**src/verilog/irq_exec_map.vh**
```
// opcodes, register offsets, field positions and reset values
`ifndef IRQ_EXEC_MAP_VH
`define IRQ_EXEC_MAP_VH

// ****************************************
// instruction codes (10-bit words)
// ****************************************
`define OP_IRQ_MASK 10'h004
`define OP_IRQ_UNMASK 10'h005
`define OP_SKIP_EXT0 10'h038
`define OP_SKIP_PIN 10'h03a
`define OP_RD_CTRL_A 10'h054
`define OP_WR_CTRL_A 10'h03f
`define OP_RD_CTRL_B 10'h055
`define OP_WR_CTRL_B 10'h03e
`define OP_RD_EXT_CTRL 10'h253
`define OP_WR_EXT_CTRL 10'h217

// ****************************************
// control bit positions
// ****************************************
`define EXT0_GATE_BIT 0
`define PIN_LEVEL_BIT 2

// ****************************************
// register byte offsets
// ****************************************
`define REG_CTRL_A 8'h00
`define REG_CTRL_B 8'h04
`define REG_EXT_CTRL 8'h08
`define REG_STATE 8'h0c
`define REG_INT_STATUS 8'h10
`define REG_INT_MASK 8'h14

// ****************************************
// status bits and reset values
// ****************************************
`define ST_EXT0_EVENT 0
`define ST_SKIP_TAKEN 1
`define ST_WIDTH 2
`define CTRL_RESET 4'h0
`define RESP_OKAY 2'b00
`define RESP_SLVERR 2'b10

`endif

```
**src/verilog/irq_instruction_exec.v**
```verilog
// interrupt-group instruction execution with AXI4-Lite register access
//
// Summary of operation
// - mask instruction clears the interrupt enable flag.
// - unmask instruction sets the interrupt enable flag.
// - gate low: ext0 flag set means clear it and skip next.
// - gate high: ext0 skip test is a no-operation, flag untouched.
// - level select one: pin skip taken when pin reads high.
// - level select zero: pin skip taken when pin reads low.
// - read_irq_ctrl_a copies irq_ctrl_a into the accumulator.
// - write_irq_ctrl_a loads irq_ctrl_a from the accumulator.
// - read_irq_ctrl_b copies irq_ctrl_b into the accumulator.
// - write_irq_ctrl_b loads irq_ctrl_b from the accumulator.
// - read_ext_ctrl copies ext_ctrl into the accumulator.
// - write_ext_ctrl loads ext_ctrl from the accumulator.

`include "irq_exec_map.vh"

module irq_instruction_exec #(
    parameter ADDR_W = 8,
    parameter DATA_W = 4
) (
    input wire sys_clk,
    input wire srst,
    // instruction side
    input wire instValid,
    input wire [9:0] instWord,
    input wire [DATA_W-1:0] accIn,
    output reg accWrEn_q,
    output reg [DATA_W-1:0] accWrData_q,
    output reg skipNext_q,
    output reg instDone_q,
    // interrupt state
    input wire ext0Event,
    input wire extPin,
    output reg irqEnable_q,
    output reg ext0Flag_q,
    output reg irq_q,
    // axi4-lite slave
    input wire [ADDR_W-1:0] awaddr,
    input wire awvalid,
    output reg awready_q,
    input wire [31:0] wdata,
    input wire [3:0] wstrb,
    input wire wvalid,
    output reg wready_q,
    output reg [1:0] bresp_q,
    output reg bvalid_q,
    input wire bready,
    input wire [ADDR_W-1:0] araddr,
    input wire arvalid,
    output reg arready_q,
    output reg [31:0] rdata_q,
    output reg [1:0] rresp_q,
    output reg rvalid_q,
    input wire rready
);

    // ****************************************
    // declarations
    // ****************************************
    reg skipPend_q;
    reg [ADDR_W-1:0] awAddr_q;
    reg [31:0] wData_q;
    reg [3:0] wStrb_q;
    reg [`ST_WIDTH-1:0] intStatus_q;
    reg [`ST_WIDTH-1:0] intMask_q;
    wire [DATA_W-1:0] ctrlA;
    wire [DATA_W-1:0] ctrlB;
    wire [DATA_W-1:0] extCtrl;
    wire exec;
    wire isMask;
    wire isUnmask;
    wire isSkipExt0;
    wire isSkipPin;
    wire isRdA;
    wire isWrA;
    wire isRdB;
    wire isWrB;
    wire isRdExt;
    wire isWrExt;
    wire ext0Gate;
    wire levelSel;
    wire ext0Skip;
    wire pinSkip;
    wire skipTaken;
    wire wrFire;
    wire wrLow;
    wire busWrA;
    wire busWrB;
    wire busWrExt;
    wire busWrStatus;
    wire busWrMask;
    wire wrMapped;
    wire [`ST_WIDTH-1:0] stEvents;
    reg [31:0] rdData;
    reg rdMapped;

    // ****************************************
    // instruction decode
    // ****************************************
    // a fetched word right after a taken skip is dropped
    assign exec = instValid & ~skipPend_q;
    assign isMask = exec & (instWord == `OP_IRQ_MASK);
    assign isUnmask = exec & (instWord == `OP_IRQ_UNMASK);
    assign isSkipExt0 = exec & (instWord == `OP_SKIP_EXT0);
    assign isSkipPin = exec & (instWord == `OP_SKIP_PIN);
    assign isRdA = exec & (instWord == `OP_RD_CTRL_A);
    assign isWrA = exec & (instWord == `OP_WR_CTRL_A);
    assign isRdB = exec & (instWord == `OP_RD_CTRL_B);
    assign isWrB = exec & (instWord == `OP_WR_CTRL_B);
    assign isRdExt = exec & (instWord == `OP_RD_EXT_CTRL);
    assign isWrExt = exec & (instWord == `OP_WR_EXT_CTRL);

    // ****************************************
    // skip conditions
    // ****************************************
    assign ext0Gate = ctrlA[`EXT0_GATE_BIT];
    assign levelSel = extCtrl[`PIN_LEVEL_BIT];
    // gate high turns the test into a no-operation
    assign ext0Skip = isSkipExt0 & ~ext0Gate & ext0Flag_q;
    // level select picks which pin level skips
    assign pinSkip = isSkipPin & (levelSel ? extPin : ~extPin);
    assign skipTaken = ext0Skip | pinSkip;

    // ****************************************
    // skip sequencing and completion
    // ****************************************
    always @(posedge sys_clk) begin
        if (srst) begin
            skipPend_q <= 1'b0;
            skipNext_q <= 1'b0;
            instDone_q <= 1'b0;
        end else begin
            skipNext_q <= skipTaken;
            instDone_q <= exec;
            if (skipTaken) begin
                skipPend_q <= 1'b1;
            end else if (instValid) begin
                skipPend_q <= 1'b0;
            end
        end
    end

    // ****************************************
    // interrupt enable flag
    // ****************************************
    always @(posedge sys_clk) begin
        if (srst) begin
            irqEnable_q <= 1'b0;
        end else if (isMask) begin
            irqEnable_q <= 1'b0;
        end else if (isUnmask) begin
            irqEnable_q <= 1'b1;
        end
    end

    // ****************************************
    // ext0 request flag
    // ****************************************
    // a new request in the clearing cycle is kept
    always @(posedge sys_clk) begin
        if (srst) begin
            ext0Flag_q <= 1'b0;
        end else if (ext0Event) begin
            ext0Flag_q <= 1'b1;
        end else if (ext0Skip) begin
            ext0Flag_q <= 1'b0;
        end
    end

    // ****************************************
    // accumulator transfers
    // ****************************************
    always @(posedge sys_clk) begin
        if (srst) begin
            accWrEn_q <= 1'b0;
            accWrData_q <= `CTRL_RESET;
        end else begin
            accWrEn_q <= isRdA | isRdB | isRdExt;
            if (isRdA) begin
                accWrData_q <= ctrlA;
            end else if (isRdB) begin
                accWrData_q <= ctrlB;
            end else if (isRdExt) begin
                accWrData_q <= extCtrl;
            end
        end
    end

    // ****************************************
    // control registers
    // ****************************************
    ctrl_nibble #(
        .WIDTH(DATA_W)
    ) u_ctrlA (
        .sys_clk(sys_clk),
        .srst(srst),
        .instWe(isWrA),
        .instData(accIn),
        .busWe(busWrA),
        .busData(wData_q[DATA_W-1:0]),
        .value_q(ctrlA)
    );

    ctrl_nibble #(
        .WIDTH(DATA_W)
    ) u_ctrlB (
        .sys_clk(sys_clk),
        .srst(srst),
        .instWe(isWrB),
        .instData(accIn),
        .busWe(busWrB),
        .busData(wData_q[DATA_W-1:0]),
        .value_q(ctrlB)
    );

    ctrl_nibble #(
        .WIDTH(DATA_W)
    ) u_extCtrl (
        .sys_clk(sys_clk),
        .srst(srst),
        .instWe(isWrExt),
        .instData(accIn),
        .busWe(busWrExt),
        .busData(wData_q[DATA_W-1:0]),
        .value_q(extCtrl)
    );

    // ****************************************
    // bus write channel
    // ****************************************
    // both address and data held, response slot free
    assign wrFire = ~awready_q & ~wready_q & ~bvalid_q;
    assign wrLow = wrFire & wStrb_q[0];
    assign busWrA = wrLow & (awAddr_q == `REG_CTRL_A);
    assign busWrB = wrLow & (awAddr_q == `REG_CTRL_B);
    assign busWrExt = wrLow & (awAddr_q == `REG_EXT_CTRL);
    assign busWrStatus = wrLow & (awAddr_q == `REG_INT_STATUS);
    assign busWrMask = wrLow & (awAddr_q == `REG_INT_MASK);
    assign wrMapped = (awAddr_q == `REG_CTRL_A) | (awAddr_q == `REG_CTRL_B) |
        (awAddr_q == `REG_EXT_CTRL) | (awAddr_q == `REG_STATE) |
        (awAddr_q == `REG_INT_STATUS) | (awAddr_q == `REG_INT_MASK);

    always @(posedge sys_clk) begin
        if (srst) begin
            awready_q <= 1'b1;
            wready_q <= 1'b1;
            bvalid_q <= 1'b0;
            bresp_q <= `RESP_OKAY;
            awAddr_q <= {ADDR_W{1'b0}};
            wData_q <= 32'h0;
            wStrb_q <= 4'h0;
        end else begin
            if (awvalid & awready_q) begin
                awAddr_q <= awaddr;
                awready_q <= 1'b0;
            end
            if (wvalid & wready_q) begin
                wData_q <= wdata;
                wStrb_q <= wstrb;
                wready_q <= 1'b0;
            end
            if (wrFire) begin
                bvalid_q <= 1'b1;
                bresp_q <= wrMapped ? `RESP_OKAY : `RESP_SLVERR;
            end
            if (bvalid_q & bready) begin
                bvalid_q <= 1'b0;
                awready_q <= 1'b1;
                wready_q <= 1'b1;
            end
        end
    end

    // ****************************************
    // interrupt status and mask
    // ****************************************
    assign stEvents = {skipTaken, ext0Event};

    // hardware set wins over write-one-to-clear
    always @(posedge sys_clk) begin
        if (srst) begin
            intStatus_q <= {`ST_WIDTH{1'b0}};
            intMask_q <= {`ST_WIDTH{1'b0}};
            irq_q <= 1'b0;
        end else begin
            if (busWrStatus) begin
                intStatus_q <= (intStatus_q & ~wData_q[`ST_WIDTH-1:0]) | stEvents;
            end else begin
                intStatus_q <= intStatus_q | stEvents;
            end
            if (busWrMask) begin
                intMask_q <= wData_q[`ST_WIDTH-1:0];
            end
            irq_q <= |(intStatus_q & intMask_q);
        end
    end

    // ****************************************
    // bus read channel
    // ****************************************
    always @* begin
        rdData = 32'h0;
        rdMapped = 1'b1;
        if (araddr == `REG_CTRL_A) begin
            rdData[DATA_W-1:0] = ctrlA;
        end else if (araddr == `REG_CTRL_B) begin
            rdData[DATA_W-1:0] = ctrlB;
        end else if (araddr == `REG_EXT_CTRL) begin
            rdData[DATA_W-1:0] = extCtrl;
        end else if (araddr == `REG_STATE) begin
            rdData[3:0] = {skipPend_q, extPin, ext0Flag_q, irqEnable_q};
        end else if (araddr == `REG_INT_STATUS) begin
            rdData[`ST_WIDTH-1:0] = intStatus_q;
        end else if (araddr == `REG_INT_MASK) begin
            rdData[`ST_WIDTH-1:0] = intMask_q;
        end else begin
            rdMapped = 1'b0;
        end
    end

    always @(posedge sys_clk) begin
        if (srst) begin
            arready_q <= 1'b1;
            rvalid_q <= 1'b0;
            rdata_q <= 32'h0;
            rresp_q <= `RESP_OKAY;
        end else begin
            if (arvalid & arready_q) begin
                arready_q <= 1'b0;
                rvalid_q <= 1'b1;
                rdata_q <= rdData;
                rresp_q <= rdMapped ? `RESP_OKAY : `RESP_SLVERR;
            end
            if (rvalid_q & rready) begin
                rvalid_q <= 1'b0;
                arready_q <= 1'b1;
            end
        end
    end

endmodule // irq_instruction_exec

```
**src/verilog/ctrl_nibble.v**
```verilog
// one four-bit control register written by instruction or by bus
module ctrl_nibble #(
    parameter WIDTH = 4
) (
    input wire sys_clk,
    input wire srst,
    input wire instWe,
    input wire [WIDTH-1:0] instData,
    input wire busWe,
    input wire [WIDTH-1:0] busData,
    output reg [WIDTH-1:0] value_q
);

    // instruction write wins over bus write in the same cycle
    always @(posedge sys_clk) begin
        if (srst) begin
            value_q <= {WIDTH{1'b0}};
        end else if (instWe) begin
            value_q <= instData;
        end else if (busWe) begin
            value_q <= busData;
        end
    end

endmodule // ctrl_nibble

```
**config.mk**
```make
export PLATFORM = sky130hd
export DESIGN_NAME = irq_instruction_exec
export DESIGN_NICKNAME = d
export VERILOG_FILES = /design/src/verilog/irq_instruction_exec.v /design/src/verilog/ctrl_nibble.v
export VERILOG_INCLUDE_DIRS = /design/src /design/src/verilog
export SDC_FILE = /design/constraint.sdc
export NUM_CORES = 1
export LEC_CHECK = 0
export BUFFER_PORTS_ARGS = -buffer_cell sky130_fd_sc_hd__clkbuf_2
export CORE_ASPECT_RATIO = 1.25
export CORE_MARGIN = 5
export CORE_UTILIZATION = 45
export CTS_BUF_LIST = sky130_fd_sc_hd__clkbuf_4 sky130_fd_sc_hd__clkbuf_8
export DETAILED_ROUTE_END_ITERATION = 8
export PLACE_DENSITY_LB_ADDON = 0.15
export SLEW_MARGIN = 25
export SYNTH_ARGS = -nofsm -noshare
export SYNTH_HDL_FRONTEND = slang
export SYNTH_SLANG_ARGS = --single-unit
export TNS_END_PERCENT = 10
```
**constraint.sdc**
```tcl
create_clock -name sys_clk -period 1.7 [get_ports sys_clk]
set_clock_uncertainty 0.1 [all_clocks]
set_input_delay 0.34 -clock sys_clk [delete_from_list [all_inputs] [get_ports sys_clk]]
set_output_delay 0.34 -clock sys_clk [all_outputs]
set_load 0.05 [all_outputs]
```
Yosys cells after proc, flatten, opt, wreduce, memory -nomap -nowiden
Cells that the tools add are included.

storage, ports and cells
  flip-flop bits (word level) = 53
  output and inout bits = 51
  bits of input ports = 76

operators by class
  eq/ne operators = 20
  muxes and demuxes = 30
  bitwise operators = 46
  reduce and logical (&&, ||, !) cells = 12

operator list
  kind                                                              count
  4-bit 2-to-1 mux                                                  12
  10-bit by 6-bit == test with 1-bit output, second input constant  4
  8-bit by 4-bit == test with 1-bit output, second input constant   4
  8-bit by 5-bit == test with 1-bit output, second input constant   4
  1-bit AND                                                         27
  10-bit == test, second input constant                             2
  10-bit by 3-bit == test with 1-bit output, second input constant  2
  10-bit by 7-bit == test with 1-bit output, second input constant  2
  8-bit by 3-bit == test with 1-bit output, second input constant   2
  8-bit logical NOT                                                 2
  2-bit 2-to-1 mux                                                  7
  1-bit 2-to-1 mux                                                  11
  2-bit nonzero test                                                5
  1-bit OR                                                          8
  2-bit OR reduction                                                4
  1-bit NOT                                                         6
  2-bit AND                                                         2
  2-bit OR                                                          2
  3-bit nonzero test                                                1
  2-bit NOT                                                         1

Depth between registers and ports, before layout
  depth after elaboration = 8
  depth in mapped cells = 6

By module
Synthesis repeated with hierarchy kept, for this count alone.

second synthesis, totals
  cells, all modules = 309
  area total of the unflattened synthesis = 2715.1 um^2

modules (own cells, without submodules)
  module                times used  cells an instance  area each (um^2)  seq. area each (um^2)
  irq_instruction_exec  1           255                2144.6            780.7
  ctrl_nibble           3           18                 190.2             80.1

Worst setup path before layout
No wires, ideal clock.

  path kind = reg2reg
  start = register wready_q
  end = register u_ctrlB.value_q[0]
  cell stages (with the launch flop) = 7
  setup time = 0.127 ns
  data required time = 1.473 ns
  clock period less this slack = 1.742 ns
  arrival = 1.515 ns
  setup slack = -0.042 ns
  path through = dfxtp_1 > buf_6 > nor4_2 > and4_1 > buf_6 > mux2i_1 > a21oi_1

on the way
  longest elaborated chain between the ends = 6

RTL lines
  item                          RTL line                    source
  start, declared               irq_instruction_exec.v:46   output reg wready_q,
  start signal, assigned        irq_instruction_exec.v:248  wready_q <= 1'b1;
  start signal, assigned        irq_instruction_exec.v:262  wready_q <= 1'b0;
  start signal, assigned        irq_instruction_exec.v:271  wready_q <= 1'b1;
  1-bit NOT                     irq_instruction_exec.v:234  assign wrFire = ~awready_q & ~wready_q & ~bvalid_q;
  1-bit AND (2 in series)       irq_instruction_exec.v:234
  1-bit AND                     irq_instruction_exec.v:235  assign wrLow = wrFire & wStrb_q[0];
  1-bit AND                     irq_instruction_exec.v:237  assign busWrB = wrLow & (awAddr_q == `REG_CTRL_B);
  2-bit nonzero test (no line)  -
  end signal, assigned          ctrl_nibble.v:17            value_q <= {WIDTH{1'b0}};
  end signal, assigned          ctrl_nibble.v:19            value_q <= instData;
  end signal, assigned          ctrl_nibble.v:21            value_q <= busData;
  end, declared                 ctrl_nibble.v:11            output reg [WIDTH-1:0] value_q

Every way passes these cells.
A chain may end at the register's enable or synchronous reset.

Final worst setup path
  start = register skipPend_q
  end = register ext0Flag_q

on the way
  longest elaborated chain between the ends = 6

RTL lines
  item                          RTL line                    source
  start, declared               irq_instruction_exec.v:62   reg skipPend_q;
  start signal, assigned        irq_instruction_exec.v:131  skipPend_q <= 1'b0;
  start signal, assigned        irq_instruction_exec.v:138  skipPend_q <= 1'b1;
  start signal, assigned        irq_instruction_exec.v:140  skipPend_q <= 1'b0;
  1-bit NOT                     irq_instruction_exec.v:103  assign exec = instValid & ~skipPend_q;
  1-bit AND                     irq_instruction_exec.v:103
  1-bit AND                     irq_instruction_exec.v:106  assign isSkipExt0 = exec & (instWord == `OP_SKIP_EXT0);
  1-bit AND (2 in series)       irq_instruction_exec.v:121  assign ext0Skip = isSkipExt0 & ~ext0Gate & ext0Flag_q;
  2-bit nonzero test (no line)  -
  end signal, assigned          irq_instruction_exec.v:164  ext0Flag_q <= 1'b0;
  end signal, assigned          irq_instruction_exec.v:166  ext0Flag_q <= 1'b1;
  end signal, assigned          irq_instruction_exec.v:168  ext0Flag_q <= 1'b0;
  end, declared                 irq_instruction_exec.v:37   output reg ext0Flag_q,

Every way passes these cells.

==> run_results.csv <==
group,metric,value,unit
floorplan,io_pins,127,
sta,rsz0062_at_grt,"true",
logic_synthesis,yosys_warnings,0,
routing,drc,0,
global_route,grt_pass1_vias,2183,
pwr,p_sw,775.2,µW
global_route,grt_remaining_overflow,0,
global_route,antenna_found_initial,0,
logic_synthesis,synth_flop_cell,"dfxtp_1",
worst_hold_path,min_from,"wstrb[0]",
critical_path,cp_max_fo,5,
flow_run,cap_viol_max_count,0,
floorplan,die_area,7650,µm²
logic_synthesis,synth_area,2696,µm²
pwr,p_int,1850,µW
cells_and_area,drive_gt1_share,29.31,%
critical_path,r2r-end,"ext0Flag_q",
logic_synthesis,synth_cells,306,
floorplan,rows,31,
floorplan,coreArea,5818,µm²
clock_network,h-tree-depth,2,
critical_path,path_class,"reg -> reg",
worst_hold_path,hold_path.class,"in -> reg",
worst_hold_path,min_to,"wStrb_q[0]",
logic_synthesis,async_flop_share,0,%
logic_synthesis,synth.distinct_cells,48,
critical_path,cp_top_family,"simple AND/OR/NAND/NOR gates",
pwr,clkPwrFrac,32.8,%
clock_network,clock-sinks,51,
floorplan,die_width,79.24,µm
placed_design,hpwl,5300,µm
cells_and_area,synthToLayoutAreaGrowth,19.44,%
routing,post_drt_wl_per_cell,14.42,µm
pwr,p_comb_share,19.2,%
sta,fmax,610.8,MHz
global_route,grt_max_degree,17,
routing,drt_wl_total,6563,µm
pwr,switching_share,29.53,%
worst_hold_path,min_path_cells,3,
sta,fin_crit,1.637,ns
critical_path,required,1.80,ns
floorplan,start_util,46.34,%
cells_and_area,fin_util,55.35,%
clock_network,path_clk_slew,0.09,ns
clock_network,cts_buffers,5,
critical_path,crit_slowest_cell,"nor4b_4",
logic_synthesis,synth_seq_cells,51,
pwr,p_leak,0.001454,µW
critical_path,slowest_delay,0.40,ns
logic_synthesis,avgSynthCellArea,8.812,µm²
critical_path,crit_arrival,1.74,ns
cells_and_area,layout_commonest_cell,"clkbuf_2",
logic_synthesis,synth_edf_count,0,
clock_network,cts_tree,"yes",
placed_design,placed_area,3098,µm²
cells_and_area,postLayoutCellArea,3221,µm²
pwr,pwr-share-seq,48.0,%
critical_path,startpoint_type,"flop",
pwr,power_density,815.2,nW/µm²
sta,slew_violations,0,
routing,first_pass_iters,4,
clock_network,root_buffer,"clkbuf_8",
logic_synthesis,yosysSeqAreaShare,37.87,%
routing,drtIter0Drc,127,
critical_path,critPathCaptureType,"flop",
outcome,status,"finished clean",
pwr,vdd_drop_max,0.0005418,V
cells_and_area,fillCellCount,550,
routing,drtAntennaViolNets,0,
pwr,power,2626,µW
placed_design,gp_congestion,0.8208,
global_route,grt_pass1_wl,10410,µm
cells_and_area,nets,464,
sta,period_share,96.31,%
critical_path,rrSetupSlack,0.06,ns
critical_path,path_cells,"nor4b_4 > nand4b_1 > o31a_1 > o21a_1",
clock_network,cts_buffer_depth,2,
placed_design,port_buffers,65,
sta,setup_viol,0,
critical_path,crit_buf_inv,0,
critical_path,ff2ff_path_depth,4,
routing,num_vias,2387,
routing,avgViaCountPerCell,5.246,
clock_network,post-cts-setup-buffer-count,0,
cells_and_area,final_cell_mix,"clkbuf_2, dfxtp_1, a21oi_1",
cells_and_area,antenna_cells,0,
clock_network,insertion_delay,0.30,ns
global_route,grtUsageTotal,17.29,%
clock_network,postCtsHoldBufs,0,
sta,finalHoldViolations,0,
floorplan,fp.dieH,96.55,µm
critical_path,rr_startpoint,"skipPend_q",
[power groups by stage]
stage,registers (µW),logic (µW),clock network [µW]
floorplan,1340,355,0
global placement,1290,499,0
detailed placement,1290,501,0
CTS,1260,503,880
global route,1270,548,929
finish,1260,505,860
[cell type report]
class	instances	area, µm²	area share (%)
clock buffers	6	82.58	2.564
clock inverters	2	35.03	1.088
well taps	66	82.58	2.564
inverters	7	26.28	0.8159
repair buffers	88	498.0	15.46
multi-input cells	235	1474	45.77
flip-flops and latches	51	1022	31.74
[stage by stage]
stage	hold slack (ns)	worst slack (ns)	TNS (ns)	cells
after floorplan	0.3236	-0.01388	-0.02776	335
after detailed placement	0.3495	-0.03063	-0.05845	447
after global routing	0.1714	-0.05034	-0.08213	455
after CTS	0.1572	0.06989	0	455
after global placement	0.3428	0.001406	0	447
final	0.1677	0.06269	0	455
[synth_stat cells (all sizes together), types with 2 or more instances]
master | count | area, µm²
o22ai | 3 | 18.77
and3b | 3 | 26.28
buf | 37 | 270.3
a31oi | 5 | 31.28
nand2b | 4 | 25.02
clkbuf | 5 | 18.77
and3 | 3 | 18.77
o2bb2ai | 6 | 52.55
nor2b | 4 | 25.02
dfxtp | 51 | 1021
nor3b | 3 | 22.52
or3 | 2 | 12.51
and2 | 3 | 18.77
a222oi | 2 | 20.02
nand4b | 2 | 17.52
mux2i | 18 | 180.2
o21ai | 16 | 80.08
nand4 | 8 | 50.05
a21oi | 31 | 155.2
nand3 | 24 | 120.1
mux4 | 2 | 45.04
nor4 | 8 | 75.07
mux2 | 5 | 56.30
nor3 | 5 | 30.03
nor2 | 12 | 47.55
o21a | 2 | 15.01
inv | 7 | 26.28
nand2 | 21 | 78.83
[how the worst max path moves through the flow]
| stage | slack, ns | depth (start not counted) | end | from |
|---|---|---|---|---|
| floorplan | -0.01 | 5 | rdata_q[0] | arready_q |
| global placement | 0.001 | 6 | u_extCtrl.value_q[2] | instWord[3] |
| detailed placement | -0.03 | 6 | u_extCtrl.value_q[3] | instWord[3] |
| CTS | 0.07 | 2 | awready_q | awready_q |
| global route | -0.05 | 4 | ext0Flag_q | skipPend_q |
| finish | 0.06 | 4 | ext0Flag_q | skipPend_q |
[per-layer routing]
| metal | part of all wire [%] | global-route usage (%) | vias to the layer above |
|---|---|---|---|
| met2 | 50 | 29.71 | 64 |
| li1 | - | - | 1232 |
| met5 | 0 | 0 | - |
| met1 | 43 | 21.56 | 1080 |
| met3 | 4.9 | 3.247 | 11 |
| met4 | 1.7 | 6.447 | 0 |
[cells by family after synthesis]
logic type	after synthesis	synth area share, %
xor+xnor	2	0.6498
other cells	1	0.1391
compound gates	71	15.73
mux	25	10.44
flops	51	37.87
buf+inv	49	11.69
simple gates	107	23.48
[state kept, by name, indices dropped and copies added, names as in the netlist, 2 cells and up]
register	flops
accWrData_q	4
awAddr_q	8
intMask_q	2
intStatus_q	2
rdata_q	4
u_ctrlA.value_q	4
u_ctrlB.value_q	4
u_extCtrl.value_q	4
wData_q	4
[worst reg2reg max path, stage by stage, from the launching register on]
cell and delay (ns):
dfxtp_1 0.38, nor4b_4 0.40, nand4b_1 0.21, o31a_1 0.28, o21a_1 0.16
[timing repair]
item | in CTS | in global routing
hold endpoints to repair | 0 | 0
gates resized for setup | 0 | 1
setup endpoints to repair | 0 | 6
Note: power is estimated with default switching activity, not from simulation.
